<file path="config.mk">
export PLATFORM = sky130hd
export DESIGN_NAME = vif_frontend
export DESIGN_NICKNAME = d
export VERILOG_FILES = /design/src/rtl/vif_pkg.sv /design/src/rtl/vif_sync2.sv /design/src/rtl/vif_frontend.sv
export VERILOG_INCLUDE_DIRS = /design/src /design/src/rtl
export SDC_FILE = /design/constraint.sdc
export NUM_CORES = 1
export LEC_CHECK = 0
export BUFFER_PORTS_ARGS = -buffer_cell sky130_fd_sc_hd__clkbuf_2
export CAP_MARGIN = 20
export CORE_MARGIN = 8
export CORE_UTILIZATION = 60
export CTS_CLUSTER_SIZE = 20
export DETAILED_ROUTE_END_ITERATION = 8
export HOLD_SLACK_MARGIN = 0.08
export PLACE_DENSITY = 0.81
export SETUP_SLACK_MARGIN = 0.02
export SLEW_MARGIN = 20
export SYNTH_ARGS = -nofsm -noshare
export SYNTH_HDL_FRONTEND = slang
export SYNTH_HIERARCHICAL = 1
export SYNTH_SLANG_ARGS = --single-unit
</file>
<file path="constraint.sdc">
create_clock -name clk_in -period 5.3 [get_ports clk_in]
set_clock_uncertainty 0.1 [all_clocks]
set_input_delay 0.265 -clock clk_in [delete_from_list [all_inputs] [get_ports clk_in]]
set_output_delay 0.265 -clock clk_in [all_outputs]
set_load 0.01 [all_outputs]
</file>
<file path="src/rtl/vif_defines.svh">
// constants for the video input bus front end
`ifndef VIF_DEFINES_SVH
`define VIF_DEFINES_SVH

// serial control port slave address byte (write form, read form adds bit 0)
`define VIF_SLAVE_ADDR 8'hE0
// sub-address of the input mode register
`define VIF_SUB_MODE 8'h00
// sub-address of the sample edge register
`define VIF_SUB_EDGE 8'h01
// bit of the mode register that selects the 16-bit input mode
`define VIF_MODE16_BIT 0
// bit of the sample edge register: 0 rising, 1 falling
`define VIF_EDGE_BIT 3
// reset values
`define VIF_MODE_RST 8'h00
`define VIF_EDGE_RST 8'h00
// serial byte length in bits
`define VIF_BYTE_BITS 4'h8

`endif

</file>
<file path="src/rtl/vif_pkg.sv">
// types shared by the video input bus front end
package vif_pkg;

   // one captured pixel bus word with its syncs
   typedef struct packed {
      logic [15:0] data;
      logic line_sync;
      logic frame_sync;
   } vif_pixel_s;

   // serial control port protocol states
   typedef enum logic [3:0] {
      ST_IDLE,
      ST_ADDR,
      ST_ADDR_ACK,
      ST_SUB,
      ST_SUB_ACK,
      ST_WDATA,
      ST_WDATA_ACK,
      ST_RDATA,
      ST_RACK
   } vif_ser_state_e;

endpackage

</file>
<file path="src/rtl/vif_sync2.sv">
// two flip-flop synchroniser for a bundle of pin levels
`timescale 1ns/1ps
`default_nettype none

module vif_sync2 #(
   parameter int WIDTH = 1
) (
   input wire logic clk_in,
   input wire logic rstn_in,
   input wire logic [WIDTH-1:0] d_in,
   output logic [WIDTH-1:0] q_out
);

   logic [WIDTH-1:0] stage1_ff; // metastable stage, read only by stage2
   logic [WIDTH-1:0] stage2_ff; // settled copy

   // both stages clear to zero, so reset_low reads as reset at start
   always_ff @(posedge clk_in) begin
      if (!rstn_in) begin
         stage1_ff <= '0;
         stage2_ff <= '0;
      end else begin
         stage1_ff <= d_in;
         stage2_ff <= stage1_ff;
      end
   end

   assign q_out = stage2_ff;

endmodule

`default_nettype wire

</file>
<file path="src/rtl/vif_frontend.sv">
// video input bus front end: pixel capture and serial control port slave
// Function
// - capture bus on edge chosen by bit 3
// - syncs used only in 16-bit mode
// - low reset input holds logic in reset
// - serial data pin stays input during reset
// - serial port answers only address E0h
// - data changes on serial clock fall, released on start or stop
`timescale 1ns/1ps
`default_nettype none
`include "vif_defines.svh"

module vif_frontend
   import vif_pkg::*;
(
   input wire logic clk_in,
   input wire logic rstn_in,
   input wire logic reset_low_in,
   input wire logic pixel_transfer_clock_in,
   input wire logic [15:0] pixel_data_in,
   input wire logic line_sync_in,
   input wire logic frame_sync_in,
   input wire logic serial_clock_in,
   input wire logic serial_data_io_in,
   output logic serial_data_io_out,
   output logic serial_data_io_oe_out,
   output vif_pixel_s pixel_out,
   output logic pixel_valid_out,
   output logic wide_mode_out,
   output logic edge_select_out
);

   localparam logic [7:0] SLAVE_ADDR = `VIF_SLAVE_ADDR;
   localparam logic [7:0] EDGE_RST = `VIF_EDGE_RST;
   localparam logic [3:0] BYTE_BITS = `VIF_BYTE_BITS;

   logic [21:0] pins_s; // synchronised pin bundle
   logic pclk_s; // pixel clock level
   logic scl_s; // serial clock level
   logic sda_s; // serial data level
   logic reset_low_s; // device reset pin level
   logic hs_s; // line sync level
   logic vs_s; // frame sync level
   logic [15:0] data_s; // pixel data levels
   logic core_rst; // combined reset, high active

   logic pclk_d_ff; // previous pixel clock level
   logic scl_d_ff; // previous serial clock level
   logic sda_d_ff; // previous serial data level
   logic pclk_rise;
   logic pclk_fall;
   logic capture; // chosen edge seen
   logic scl_rise;
   logic scl_fall;
   logic start_det;
   logic stop_det;

   vif_pixel_s pixel_ff; // captured word
   logic valid_ff; // one-cycle capture pulse
   vif_ser_state_e state_ff; // serial protocol state
   logic [3:0] cnt_ff; // bit count in byte
   logic [7:0] shift_ff; // serial shift register
   logic [7:0] sub_ff; // sub-address pointer
   logic rw_ff; // current transfer is a read
   logic drive_ff; // pulling serial data low
   logic [7:0] mode_reg_ff; // input mode register
   logic [7:0] edge_reg_ff; // sample edge register
   logic wide_q; // 16-bit mode selected
   logic edge_sel; // falling edge selected
   logic wr_stb; // data byte complete, write it
   logic sub_ld; // sub-address byte complete
   logic rd_load; // next read byte goes out
   logic [7:0] rd_val; // byte the pointer currently reads back

   // register read decode, used at address ack and at each master ack
   function automatic logic [7:0] reg_read(input logic [7:0] sub,
                                            input logic [7:0] mode_v,
                                            input logic [7:0] edge_v);
      logic [7:0] val;
      val = 8'h00;
      if (sub == `VIF_SUB_MODE) begin
         val = mode_v;
      end else if (sub == `VIF_SUB_EDGE) begin
         val = edge_v;
      end
      return val;
   endfunction

   // every pin crosses two flip-flops before any logic looks at it
   vif_sync2 #(
      .WIDTH(22)
   ) u_sync (
      .clk_in(clk_in),
      .rstn_in(rstn_in),
      .d_in({pixel_transfer_clock_in, serial_clock_in, serial_data_io_in, reset_low_in,
             line_sync_in, frame_sync_in, pixel_data_in}),
      .q_out(pins_s)
   );

   assign {pclk_s, scl_s, sda_s, reset_low_s, hs_s, vs_s, data_s} = pins_s;

   // pin reset joins the system reset; pin path adds two cycles of lag
   assign core_rst = !rstn_in || !reset_low_s;

   // previous levels for edge detection
   always_ff @(posedge clk_in) begin
      if (core_rst) begin
         pclk_d_ff <= 1'b0;
         scl_d_ff <= 1'b1;
         sda_d_ff <= 1'b1;
      end else begin
         pclk_d_ff <= pclk_s;
         scl_d_ff <= scl_s;
         sda_d_ff <= sda_s;
      end
   end

   assign pclk_rise = pclk_s && !pclk_d_ff;
   assign pclk_fall = !pclk_s && pclk_d_ff;
   assign capture = edge_sel ? pclk_fall : pclk_rise;
   assign scl_rise = scl_s && !scl_d_ff;
   assign scl_fall = !scl_s && scl_d_ff;
   // start and stop are data moving while the clock stays high
   assign start_det = scl_s && scl_d_ff && sda_d_ff && !sda_s;
   assign stop_det = scl_s && scl_d_ff && !sda_d_ff && sda_s;

   // read-back value held in a net, so its top bit can be picked without indexing a call
   assign rd_val = reg_read(sub_ff, mode_reg_ff, edge_reg_ff);

   assign wide_q = mode_reg_ff[`VIF_MODE16_BIT];
   assign edge_sel = edge_reg_ff[`VIF_EDGE_BIT];

   // pixel capture; data and clock share the same sync lag, so they stay aligned
   always_ff @(posedge clk_in) begin
      if (core_rst) begin
         pixel_ff <= '0;
         valid_ff <= 1'b0;
      end else begin
         valid_ff <= capture;
         if (capture) begin
            // narrow mode ignores the syncs and the unused upper lanes
            pixel_ff.data <= wide_q ? data_s : {8'h00, data_s[7:0]};
            pixel_ff.line_sync <= wide_q && hs_s;
            pixel_ff.frame_sync <= wide_q && vs_s;
         end
      end
   end

   // strobes shared by the pointer and register processes
   assign wr_stb = (state_ff == ST_WDATA) && scl_fall && (cnt_ff == BYTE_BITS)
                   && !start_det && !stop_det;
   assign sub_ld = (state_ff == ST_SUB) && scl_fall && (cnt_ff == BYTE_BITS)
                   && !start_det && !stop_det;
   assign rd_load = scl_fall && !start_det && !stop_det
                    && (((state_ff == ST_ADDR_ACK) && rw_ff) || (state_ff == ST_RACK));

   // serial protocol; the data pin changes on a clock fall, and is released on start or stop
   always_ff @(posedge clk_in) begin
      if (core_rst) begin
         state_ff <= ST_IDLE;
         cnt_ff <= 4'h0;
         shift_ff <= 8'h00;
         rw_ff <= 1'b0;
         drive_ff <= 1'b0;
      end else if (start_det) begin
         // start or repeated start aborts whatever was going on
         state_ff <= ST_ADDR;
         cnt_ff <= 4'h0;
         drive_ff <= 1'b0;
      end else if (stop_det) begin
         state_ff <= ST_IDLE;
         drive_ff <= 1'b0;
      end else begin
         case (state_ff)
            ST_ADDR, ST_SUB, ST_WDATA: begin
               if (scl_rise && (cnt_ff != BYTE_BITS)) begin
                  shift_ff <= {shift_ff[6:0], sda_s};
                  cnt_ff <= cnt_ff + 4'h1;
               end else if (scl_fall && (cnt_ff == BYTE_BITS)) begin
                  cnt_ff <= 4'h0;
                  if (state_ff == ST_ADDR) begin
                     if (shift_ff[7:1] == SLAVE_ADDR[7:1]) begin
                        drive_ff <= 1'b1;
                        rw_ff <= shift_ff[0];
                        state_ff <= ST_ADDR_ACK;
                     end else begin
                        // not ours: stay silent until the next start
                        state_ff <= ST_IDLE;
                     end
                  end else if (state_ff == ST_SUB) begin
                     drive_ff <= 1'b1;
                     state_ff <= ST_SUB_ACK;
                  end else begin
                     drive_ff <= 1'b1;
                     state_ff <= ST_WDATA_ACK;
                  end
               end
            end
            ST_ADDR_ACK, ST_RACK: begin
               if (scl_rise && (state_ff == ST_RACK) && sda_s) begin
                  // master said no more: release and wait for stop
                  state_ff <= ST_IDLE;
               end else if (rd_load) begin
                  shift_ff <= rd_val;
                  drive_ff <= !rd_val[7];
                  cnt_ff <= 4'h1;
                  state_ff <= ST_RDATA;
               end else if (scl_fall) begin
                  drive_ff <= 1'b0;
                  state_ff <= ST_SUB;
               end
            end
            ST_SUB_ACK, ST_WDATA_ACK: begin
               if (scl_fall) begin
                  drive_ff <= 1'b0;
                  state_ff <= ST_WDATA;
               end
            end
            ST_RDATA: begin
               if (scl_fall) begin
                  if (cnt_ff == BYTE_BITS) begin
                     drive_ff <= 1'b0; // let the master answer
                     state_ff <= ST_RACK;
                  end else begin
                     drive_ff <= !shift_ff[6];
                     shift_ff <= {shift_ff[6:0], 1'b0};
                     cnt_ff <= cnt_ff + 4'h1;
                  end
               end
            end
            default: begin
               state_ff <= ST_IDLE;
            end
         endcase
      end
   end

   // sub-address pointer, advancing after each byte for burst access
   always_ff @(posedge clk_in) begin
      if (core_rst) begin
         sub_ff <= 8'h00;
      end else if (sub_ld) begin
         sub_ff <= shift_ff;
      end else if (wr_stb || rd_load) begin
         sub_ff <= sub_ff + 8'h01;
      end
   end

   // control registers; defaults stand until the host writes them
   always_ff @(posedge clk_in) begin
      if (core_rst) begin
         mode_reg_ff <= `VIF_MODE_RST;
         edge_reg_ff <= EDGE_RST;
      end else if (wr_stb) begin
         if (sub_ff == `VIF_SUB_MODE) begin
            mode_reg_ff <= shift_ff;
         end else if (sub_ff == `VIF_SUB_EDGE) begin
            edge_reg_ff <= shift_ff;
         end
      end
   end

   // open drain: only ever pull low, and never while in reset
   assign serial_data_io_out = 1'b0;
   assign serial_data_io_oe_out = drive_ff && !core_rst;
   assign pixel_out = pixel_ff;
   assign pixel_valid_out = valid_ff;
   assign wide_mode_out = wide_q;
   assign edge_select_out = edge_sel;
endmodule

`default_nettype wire

</file>
==> impl_metrics.toml, run 1 <==
[status]
status = "complete, no violations"

[final_layout]
drive_gt1_share_pct = 20.21
layout.core_utilization_pct = 71.02
nNetsFinal = 588
area_growth_pct = 14.50

[hold_path]
hp-start = "u_sync/q_out[3]"
hp-class = "flop to flop"

[synth]
synth-edff-count = 0
syn-num-nets = 539
syn_area_um2 = 4523
synthCells = 510
synth.top_cells.by_count = "dfxtp_1, nand2_1, a21oi_1"
yosysWarnings = 6
synth_top_area_share_pct = 47.80
synth.distinct_cells = 55
yosysSeqAreaShare_pct = 47.80
synth.area.top_cells = "dfxtp_1, and2_2, nand2_1"
synth-main-ff-cell = "dfxtp_1"
synthMostInstantiatedCell = "dfxtp_1"
avgSynthCellArea_um2 = 8.869
yosysTopAreaCell = "dfxtp_1"
synth_seq_cells = 108
synthArstFlopShare_pct = 0

[timing]
hold-worst-slack_ns = 0.3499
timing.final.crit_share_pct = 52.15
rsz0062_at_grt = "no"
period_needed_ns = 2.764
drv_slew = 0
fmax_mhz = 361.8
setup_viol = 0
finalSetupTns_ns = 0
finalHoldViolations = 0
tightest_slew_ns = 0.8280
layout_setup_ws_ns = 2.536
slew_headroom_pct = 44.38

[route]
wirelength_um = 10980
antenna_left = 0
post_drt_wl_per_cell_um = 16.53
vias = 3837
via_per_inst = 5.779
drtIter0Drc = 279
drc = 0
dr.pass1.iters = 5

[floorplanning]
die_w_um = 102.8
core-area_um2 = 7292
io_pins = 47
die-area_um2 = 10570
rows = 31
die_y_um = 102.8
start_util_pct = 62.03

[worst_setup_path]
crit_required_ns = 5.44
startpoint = "state_ff[3]"
crit_type = "flop to flop"
reg2reg_slack_ns = 2.54
crit_chain = "or3b_1 > a211o_1 > a2111o_1 > a221o_1 > mux2i_1"
cp.buffers_inverters = 0
endpoint = "shift_ff[6]"
r2r_cells = 5
max_stage_delay_ns = 0.65
start_kind = "flop"
cp.arrival_ns = 2.90
path_delay_family = "compound AO/OA/AOI/OAI gates"
end_kind = "flop"
timing.rr.end = "shift_ff[6]"
cp_max_fo = 17
worst-path-stages = 5
slowest_stage = "dfxtp_1"
reg2reg_from = "state_ff[3]"

[grt]
grt_usage_pct = 22.05
grt_first_pass_wirelength_um = 18410
grt_overflow = 0
grt_pass1_vias = 3771
grt_max_degree = 49
antenna_found_initial = 1

[flow_run]
cap_viol_max_count = 0

[pwr]
p_per_area_nw_per_um2 = 265.8
p_total_mw = 1.377
leakagePower_nw = 1.979
vdd_drop_max_v = 0.0002112

[clock_network]
worstSkewPairLatency_ns = 0.37
root_buffer = "clkbuf_8"
cts_sinks = 108
ctsResizeCount = 0
cts_tree = "done"
htreeDepth = 3
cts_made_buffers = 9
cts.path.max_buffers = 2
clkTransAtPathRegs_ns = 0.11

[placement]
io_buffers = 45
gp_congestion = 0.9409
post-dp-hpwl_um = 6766
pre_cts_slack_ns = 2.396
## sequential cells by signal (all words and copies together), names as in the netlist
| signal | cells |
|---|---|
| pixel_out | 18 |
| pclk_d_ff | 1 |
| mode_reg_ff | 8 |
| edge_reg_ff | 8 |
| drive_ff | 1 |
| sub_ff | 8 |
| rw_ff | 1 |
| u_sync/q_out | 22 |
| shift_ff | 8 |
| pixel_valid_out | 1 |
| sda_d_ff | 1 |
| u_sync/stage1_ff | 22 |
| state_ff | 4 |
| cnt_ff | 4 |
| scl_d_ff | 1 |
## cells by family after synthesis
group	synth area share (%)
and+or+nand+nor	27.75
AOI/OAI and AO/OA	15.08
DFF	47.80
buffers and inverters	3.734
muxes	3.983
adders and majority gates	1.383
other	0.08291
xor gates and xnor gates	0.1937
## power breakdown
| group | internal (mW) | switching [mW] | total, mW |
|---|---|---|---|
| clock network | 0.185 | 0.302 | 0.487 |
| logic | 0.0308 | 0.0255 | 0.0563 |
| registers | 0.827 | 0.00600 | 0.833 |
## worst min path at each step
stage / end / slack (ns) / cells past startpoint
floorplan: u_sync/stage1_ff[19] / 0.30 / 1
global placement: pixel_out[3] / 0.33 / 2
detailed placement: pixel_out[8] / 0.33 / 2
CTS: pixel_out[8] / 0.35 / 2
global route: u_sync/q_out[0] / 0.36 / 1
finish: pixel_out[5] / 0.35 / 2
## worst min-delay path: stages, from the launching register on
cell     delay (ns)
dfxtp_1        0.32
nand2_1        0.05
a21oi_1        0.05
## layer usage
metal,wire (um),part of all wire (%),global-route usage (%)
met5,0,0,0
met1,4772,43,27.11
met3,733,6.7,6.144
met4,147,1.3,7.341
met2,5326,49,36.36
## layout make-up
cell class	count	area (um^2)
Fill cell	546	2113
Tap cell	99	123.9
Clock inverter	6	67.56
Multi-Input combinational cell	364	2205
Sequential cell	108	2162
Clock buffer	10	127.6
Antenna cell	1	2.502
Inverter	6	22.52
Timing Repair Buffer	70	467.9
## stage by stage
stage                     cells  area, um^2
final                       664        5179
after global routing        664        5179
after CTS                   663        5170
after detailed placement    625        4755
after global placement      625        4755
after floorplan             510        4523
## placed cells by master (no fill, tap or decap), drive strengths merged, types with 3 or more instances in the layout
cell type	n
mux2i	18
buf	3
ha	5
nor2	30
and2	46
inv	9
a211o	4
o22ai	7
nand4b	3
o21ai	19
clkinv	3
nor3	7
a21oi	45
dfxtp	108
and3	5
nor2b	5
nand2	64
nand4	8
nand3	35
nand2b	8
and3b	4
nand3b	4
a22oi	4
o211ai	6
dlygate4sd3	22
clkbuf	55
## what timing repair did
item / CTS / global route
hold buffers: 22 / 0
buffers inserted: 0 / 0
endpoints found under the hold margin: 22 / 0
setup endpoints to repair: 0 / 0
(Power assumes the default switching activity.)
==> run 2, diff against run 1 <==
--- a/config.mk
+++ b/config.mk
@@ -9,11 +9,11 @@
 export BUFFER_PORTS_ARGS = -buffer_cell sky130_fd_sc_hd__clkbuf_2
 export CAP_MARGIN = 20
 export CORE_MARGIN = 8
-export CORE_UTILIZATION = 60
+export CORE_UTILIZATION = 52
 export CTS_CLUSTER_SIZE = 20
 export DETAILED_ROUTE_END_ITERATION = 8
 export HOLD_SLACK_MARGIN = 0.08
-export PLACE_DENSITY = 0.81
+export PLACE_DENSITY = 0.75
 export SETUP_SLACK_MARGIN = 0.02
 export SLEW_MARGIN = 20
 export SYNTH_ARGS = -nofsm -noshare
==> constraint.sdc (replaced) <==
create_clock -name clk_in -period 2.5 [get_ports clk_in]
set_clock_uncertainty 0.1 [all_clocks]
set_input_delay 0.125 -clock clk_in [delete_from_list [all_inputs] [get_ports clk_in]]
set_output_delay 0.125 -clock clk_in [all_outputs]
set_load 0.01 [all_outputs]
==> impl_metrics.toml, run 2 (synthesis gave the netlist of run 1 again) <==
[clock_network]
clkTransAtPathRegs_ns = 0.11
cts.path.max_buffers = 2
htreeDepth = 3
worstSkewPairLatency_ns = 0.36
cts_tree = "done"
cts_sinks = 108
cts_made_buffers = 9
root_buffer = "clkbuf_8"

[final_layout]
layout.core_utilization_pct = 62.35
final_common_cell = "dfxtp_1"
area_growth_pct = 18.45
drive_gt1_share_pct = 23.25
antenna_cells = 0
n_fill_cell = 709
seq_area_um2 = 2162
multiInputGateArea_um2 = 2200
most-common-layout-cells = "dfxtp_1, nand2_1, a21oi_1, clkbuf_2, and2_2"
nNetsFinal = 609
stdcell_count = 693

[worst_setup_path]
cp_max_fo = 9
timing.rr.end = "shift_ff[2]"
crit_type = "flop to flop"
reg2reg_from = "state_ff[0]"
end_kind = "flop"
crit_required_ns = 2.65
start_kind = "flop"
reg2reg_slack_ns = 0.14
r2r_cells = 5
cp.arrival_ns = 2.51
startpoint = "state_ff[0]"

[timing]
finalSetupTns_ns = 0
tightest_slew_ns = 0.9286
timing.final.crit_share_pct = 94.60
fmax_mhz = 422.8
period_needed_ns = 2.365
slew_headroom_pct = 37.62
drv_slew = 0
finalHoldViolations = 0
setup_viol = 0
layout_setup_ws_ns = 0.1350
rsz0062_at_grt = "no"

[flow_run]
cap_viol_max_count = 0

[pwr]
p_clk_share_pct = 36.6
p_per_area_nw_per_um2 = 554.9
sw_frac_of_total_pct = 24.19
leakagePower_nw = 2.097
vdd_drop_max_v = 0.0004911
switchingPower_mw = 0.7192
p_total_mw = 2.973
combPwrFrac_pct = 4.1
p_seq_share_pct = 59.4
p_int_mw = 2.254

[hold_path]
worst_hold_path.endpoint = "cnt_ff[1]"
hp-class = "input port to flop"
hold_depth = 4
hp-start = "rstn_in"

[grt]
grt_pass1_vias = 3853
grt_first_pass_wirelength_um = 17960
grt_overflow = 0
antenna_found_initial = 0
grt_max_degree = 46
grt_usage_pct = 18.34

[floorplanning]
rows = 34
start_util_pct = 52.64
die_y_um = 109.3
core-area_um2 = 8593
die_w_um = 109.3
die-area_um2 = 11940
io_pins = 47

[placement]
gp_congestion = 0.8622
io_buffers = 45
dp.cells = 655
post-dp-hpwl_um = 7135
pre_cts_slack_ns = 0.1028

[route]
wirelength_um = 10700
vias = 3906
antenna_left = 0
drtIter0Drc = 253
dr.pass1.iters = 4
via_per_inst = 5.636
drc = 0
post_drt_wl_per_cell_um = 15.44

[status]
status = "complete, no violations"
-- run 2: cell types whose count changed in the layout (fill, tap and decap cells not counted), sizes merged --
cell / change
buf: +21
diode: -1
clkinv: -1
inv: +1
-- run 2: worst max path at each step --
stage | end | slack [ns]
global route | sub_ff[5] | 0.02
detailed placement | shift_ff[6] | 0.10
finish | shift_ff[2] | 0.14
floorplan | shift_ff[1] | 0.21
global placement | shift_ff[4] | 0.14
CTS | shift_ff[6] | 0.08
-- run 2: repair_timing --
action                                  CTS  global route
resized for setup                         0             1
setup buffers                             0             0
endpoints found under the setup margin    0             8
hold buffers                             22             0
hold endpoints to repair                 22             0
-- run 2: worst max-delay path, cell delays in order (launching register included) --
cell and delay, ns:
dfxtp_1 0.40, or3b_1 0.39, a211o_1 0.34, a2111o_1 0.44, a221o_2 0.43, mux2i_1 0.16
-- run 2: power by group through the flow --
stage               registers (mW)  clock network, mW  logic, mW
finish                        1.77               1.09      0.121
global route                  1.77               1.18      0.132
CTS                           1.77               1.11      0.117
detailed placement            1.80                  0     0.0897
global placement              1.80                  0     0.0881
floorplan                     1.80                  0     0.0616
-- run 2: final cells by class --
cell class | instances | share of cell area (%)
flip-flops and latches | 108 | 40.35
clock buffers | 10 | 2.569
multi-input cells | 364 | 41.06
well taps | 108 | 2.522
repair buffers | 91 | 11.68
inverters | 6 | 0.4204
clock inverters | 6 | 1.401
-- run 2: metal layers --
metal  wire [um]  track usage, %  vias up
met2        5363           31.76      126
met4          93           4.822        0
met1        4585           22.21     1852
met3         659           4.492       11
met5           0               0        -
li1            -               -     1917
-- run 2: through the flow --
step / cell area, um^2 / hold slack, ns
6_report: 5358 / 0.1603
5_1_grt: 5358 / 0.1827
3_3_place_gp: 4923 / 0.2463
2_1_floorplan: 4523 / 0.1612
4_1_cts: 5356 / 0.1308
3_5_place_dp: 4923 / 0.2491
==> run 3, diff against run 2 <==
--- a/config.mk
+++ b/config.mk
@@ -9,11 +9,11 @@
 export BUFFER_PORTS_ARGS = -buffer_cell sky130_fd_sc_hd__clkbuf_2
 export CAP_MARGIN = 20
 export CORE_MARGIN = 8
-export CORE_UTILIZATION = 52
+export CORE_UTILIZATION = 50
 export CTS_CLUSTER_SIZE = 20
 export DETAILED_ROUTE_END_ITERATION = 8
 export HOLD_SLACK_MARGIN = 0.08
-export PLACE_DENSITY = 0.75
+export PLACE_DENSITY = 0.72
 export SETUP_SLACK_MARGIN = 0.02
 export SLEW_MARGIN = 20
 export SYNTH_ARGS = -nofsm -noshare
==> impl_metrics.toml, run 3 (synthesis gave the netlist of run 1 again) <==
[worst_setup_path]
cp_max_fo = 14
crit_type = "flop to flop"
slowest_stage = "a2111o_1"
end_kind = "flop"
cp.arrival_ns = 2.49
crit_required_ns = 2.65
crit_chain = "buf_4 > nand3b_1 > a211o_1 > a2111o_1 > a221o_2 > mux2i_1"
start_kind = "flop"
max_stage_delay_ns = 0.44

[clock_network]
clkTransAtPathRegs_ns = 0.10
cts_sinks = 108
root_buffer = "clkbuf_8"
cts_tree = "done"
cts.path.max_buffers = 2
cts_setup_buffers = 0
cts_made_buffers = 9
htreeDepth = 3
worstSkewPairLatency_ns = 0.37

[timing]
period_needed_ns = 2.344
tightest_slew_ns = 0.6805
rsz0062_at_grt = "no"
slew_headroom_pct = 54.64
finalSetupTns_ns = 0
timing.final.crit_share_pct = 93.78
setup_viol = 0
layout_setup_ws_ns = 0.1556
fmax_mhz = 426.6
finalHoldViolations = 0
drv_slew = 0
hold-worst-slack_ns = 0.1742

[hold_path]
hp-class = "input port to flop"

[grt]
grt_pass1_vias = 3849
grt_max_degree = 47
grt_overflow = 0
antenna_found_initial = 0
grt_usage_pct = 17.31
grt_first_pass_wirelength_um = 18510

[final_layout]
final_common_cell = "dfxtp_1"
drive_gt1_share_pct = 23.42
area_growth_pct = 18.31
most-common-layout-cells = "dfxtp_1, nand2_1, a21oi_1, clkbuf_2, and2_2"
n_fill_cell = 744
nNetsFinal = 609
layout.core_utilization_pct = 61.07
antenna_cells = 0

[pwr]
p_total_mw = 2.948
vdd_drop_max_v = 0.0005161
p_per_area_nw_per_um2 = 550.8
leakagePower_nw = 2.086

[placement]
io_buffers = 45
pre_cts_slack_ns = 0.1280
post-dp-hpwl_um = 7248
gp_congestion = 0.9734

[floorplanning]
start_util_pct = 51.61
core-area_um2 = 8763
die_y_um = 111.1
die-area_um2 = 12350
rows = 34
io_pins = 47
die_w_um = 111.1

[route]
drtIter0Drc = 280
vias = 3887
drc = 0
post_drt_wl_per_cell_um = 15.85
via_per_inst = 5.609
wirelength_um = 10990
dr.pass1.iters = 6
antenna_left = 0

[status]
status = "complete, no violations"

[flow_run]
cap_viol_max_count = 0
[run 3: cell types whose count changed in the layout (fill, tap and decap cells not counted), sizes merged]
cell and delta:
clkbuf -1, clkinv +1, clkinvlp +1, inv -1
[run 3: power breakdown]
part / internal, mW / leakage, nW / switching (mW)
clock network: 0.396 / 0.0979 / 0.666
logic: 0.0680 / 1.11 / 0.0532
registers: 1.75 / 0.880 / 0.0113
total: 2.22 / 2.09 / 0.730
[run 3: critical path, delay by kind of cell (launching register included)]
| family | cells | cell delay [ns] |
|---|---|---|
| and+or+nand+nor | 1 | 0.14 |
| DFF | 1 | 0.43 |
| AOI/OAI and AO/OA | 3 | 1.18 |
| buffers and inverters | 1 | 0.23 |
| muxes | 1 | 0.16 |
[run 3: cell type report]
cell class,count,area [um^2],area share [%]
multi-input cells,364,2205,41.20
clock buffers,9,123.9,2.315
inverters,6,22.52,0.4209
flip-flops and latches,108,2162,40.40
repair buffers,91,625.6,11.69
clock inverters,7,77.57,1.450
well taps,108,135.1,2.525
[run 3: routing by layer]
layer / share of wire, % / global-route usage, % / vias up
met1: 44 / 20.70 / 1829
met2: 48 / 29.73 / 128
met4: 0.90 / 4.267 / 0
met3: 6.6 / 4.870 / 11
li1: - / - / 1919
met5: 0 / 0 / -
[run 3: what timing repair did]
action                                  in CTS  in global routing
endpoints found under the setup margin       0                 16
gates resized for setup                      0                  2
hold buffers                                22                  0
endpoints found under the hold margin       22                  0
[run 3: path summary, 6_finish.rpt]
path / startpoint / to / slack (ns) / cells past startpoint
setup reg to reg: state_ff[1] / shift_ff[2] / 0.16 / 6
hold / removal: rstn_in / cnt_ff[1] / 0.17 / 4
hold reg to reg: u_sync/q_out[6] / pixel_out[8] / 0.35 / 2
setup / recovery: state_ff[1] / shift_ff[2] / 0.16 / 6
[run 3: stage by stage]
stage | cell area [um^2] | cells
finish | 5351 | 693
global route | 5351 | 693
CTS | 5345 | 693
detailed placement | 4923 | 655
global placement | 4923 | 655
floorplan | 4523 | 510
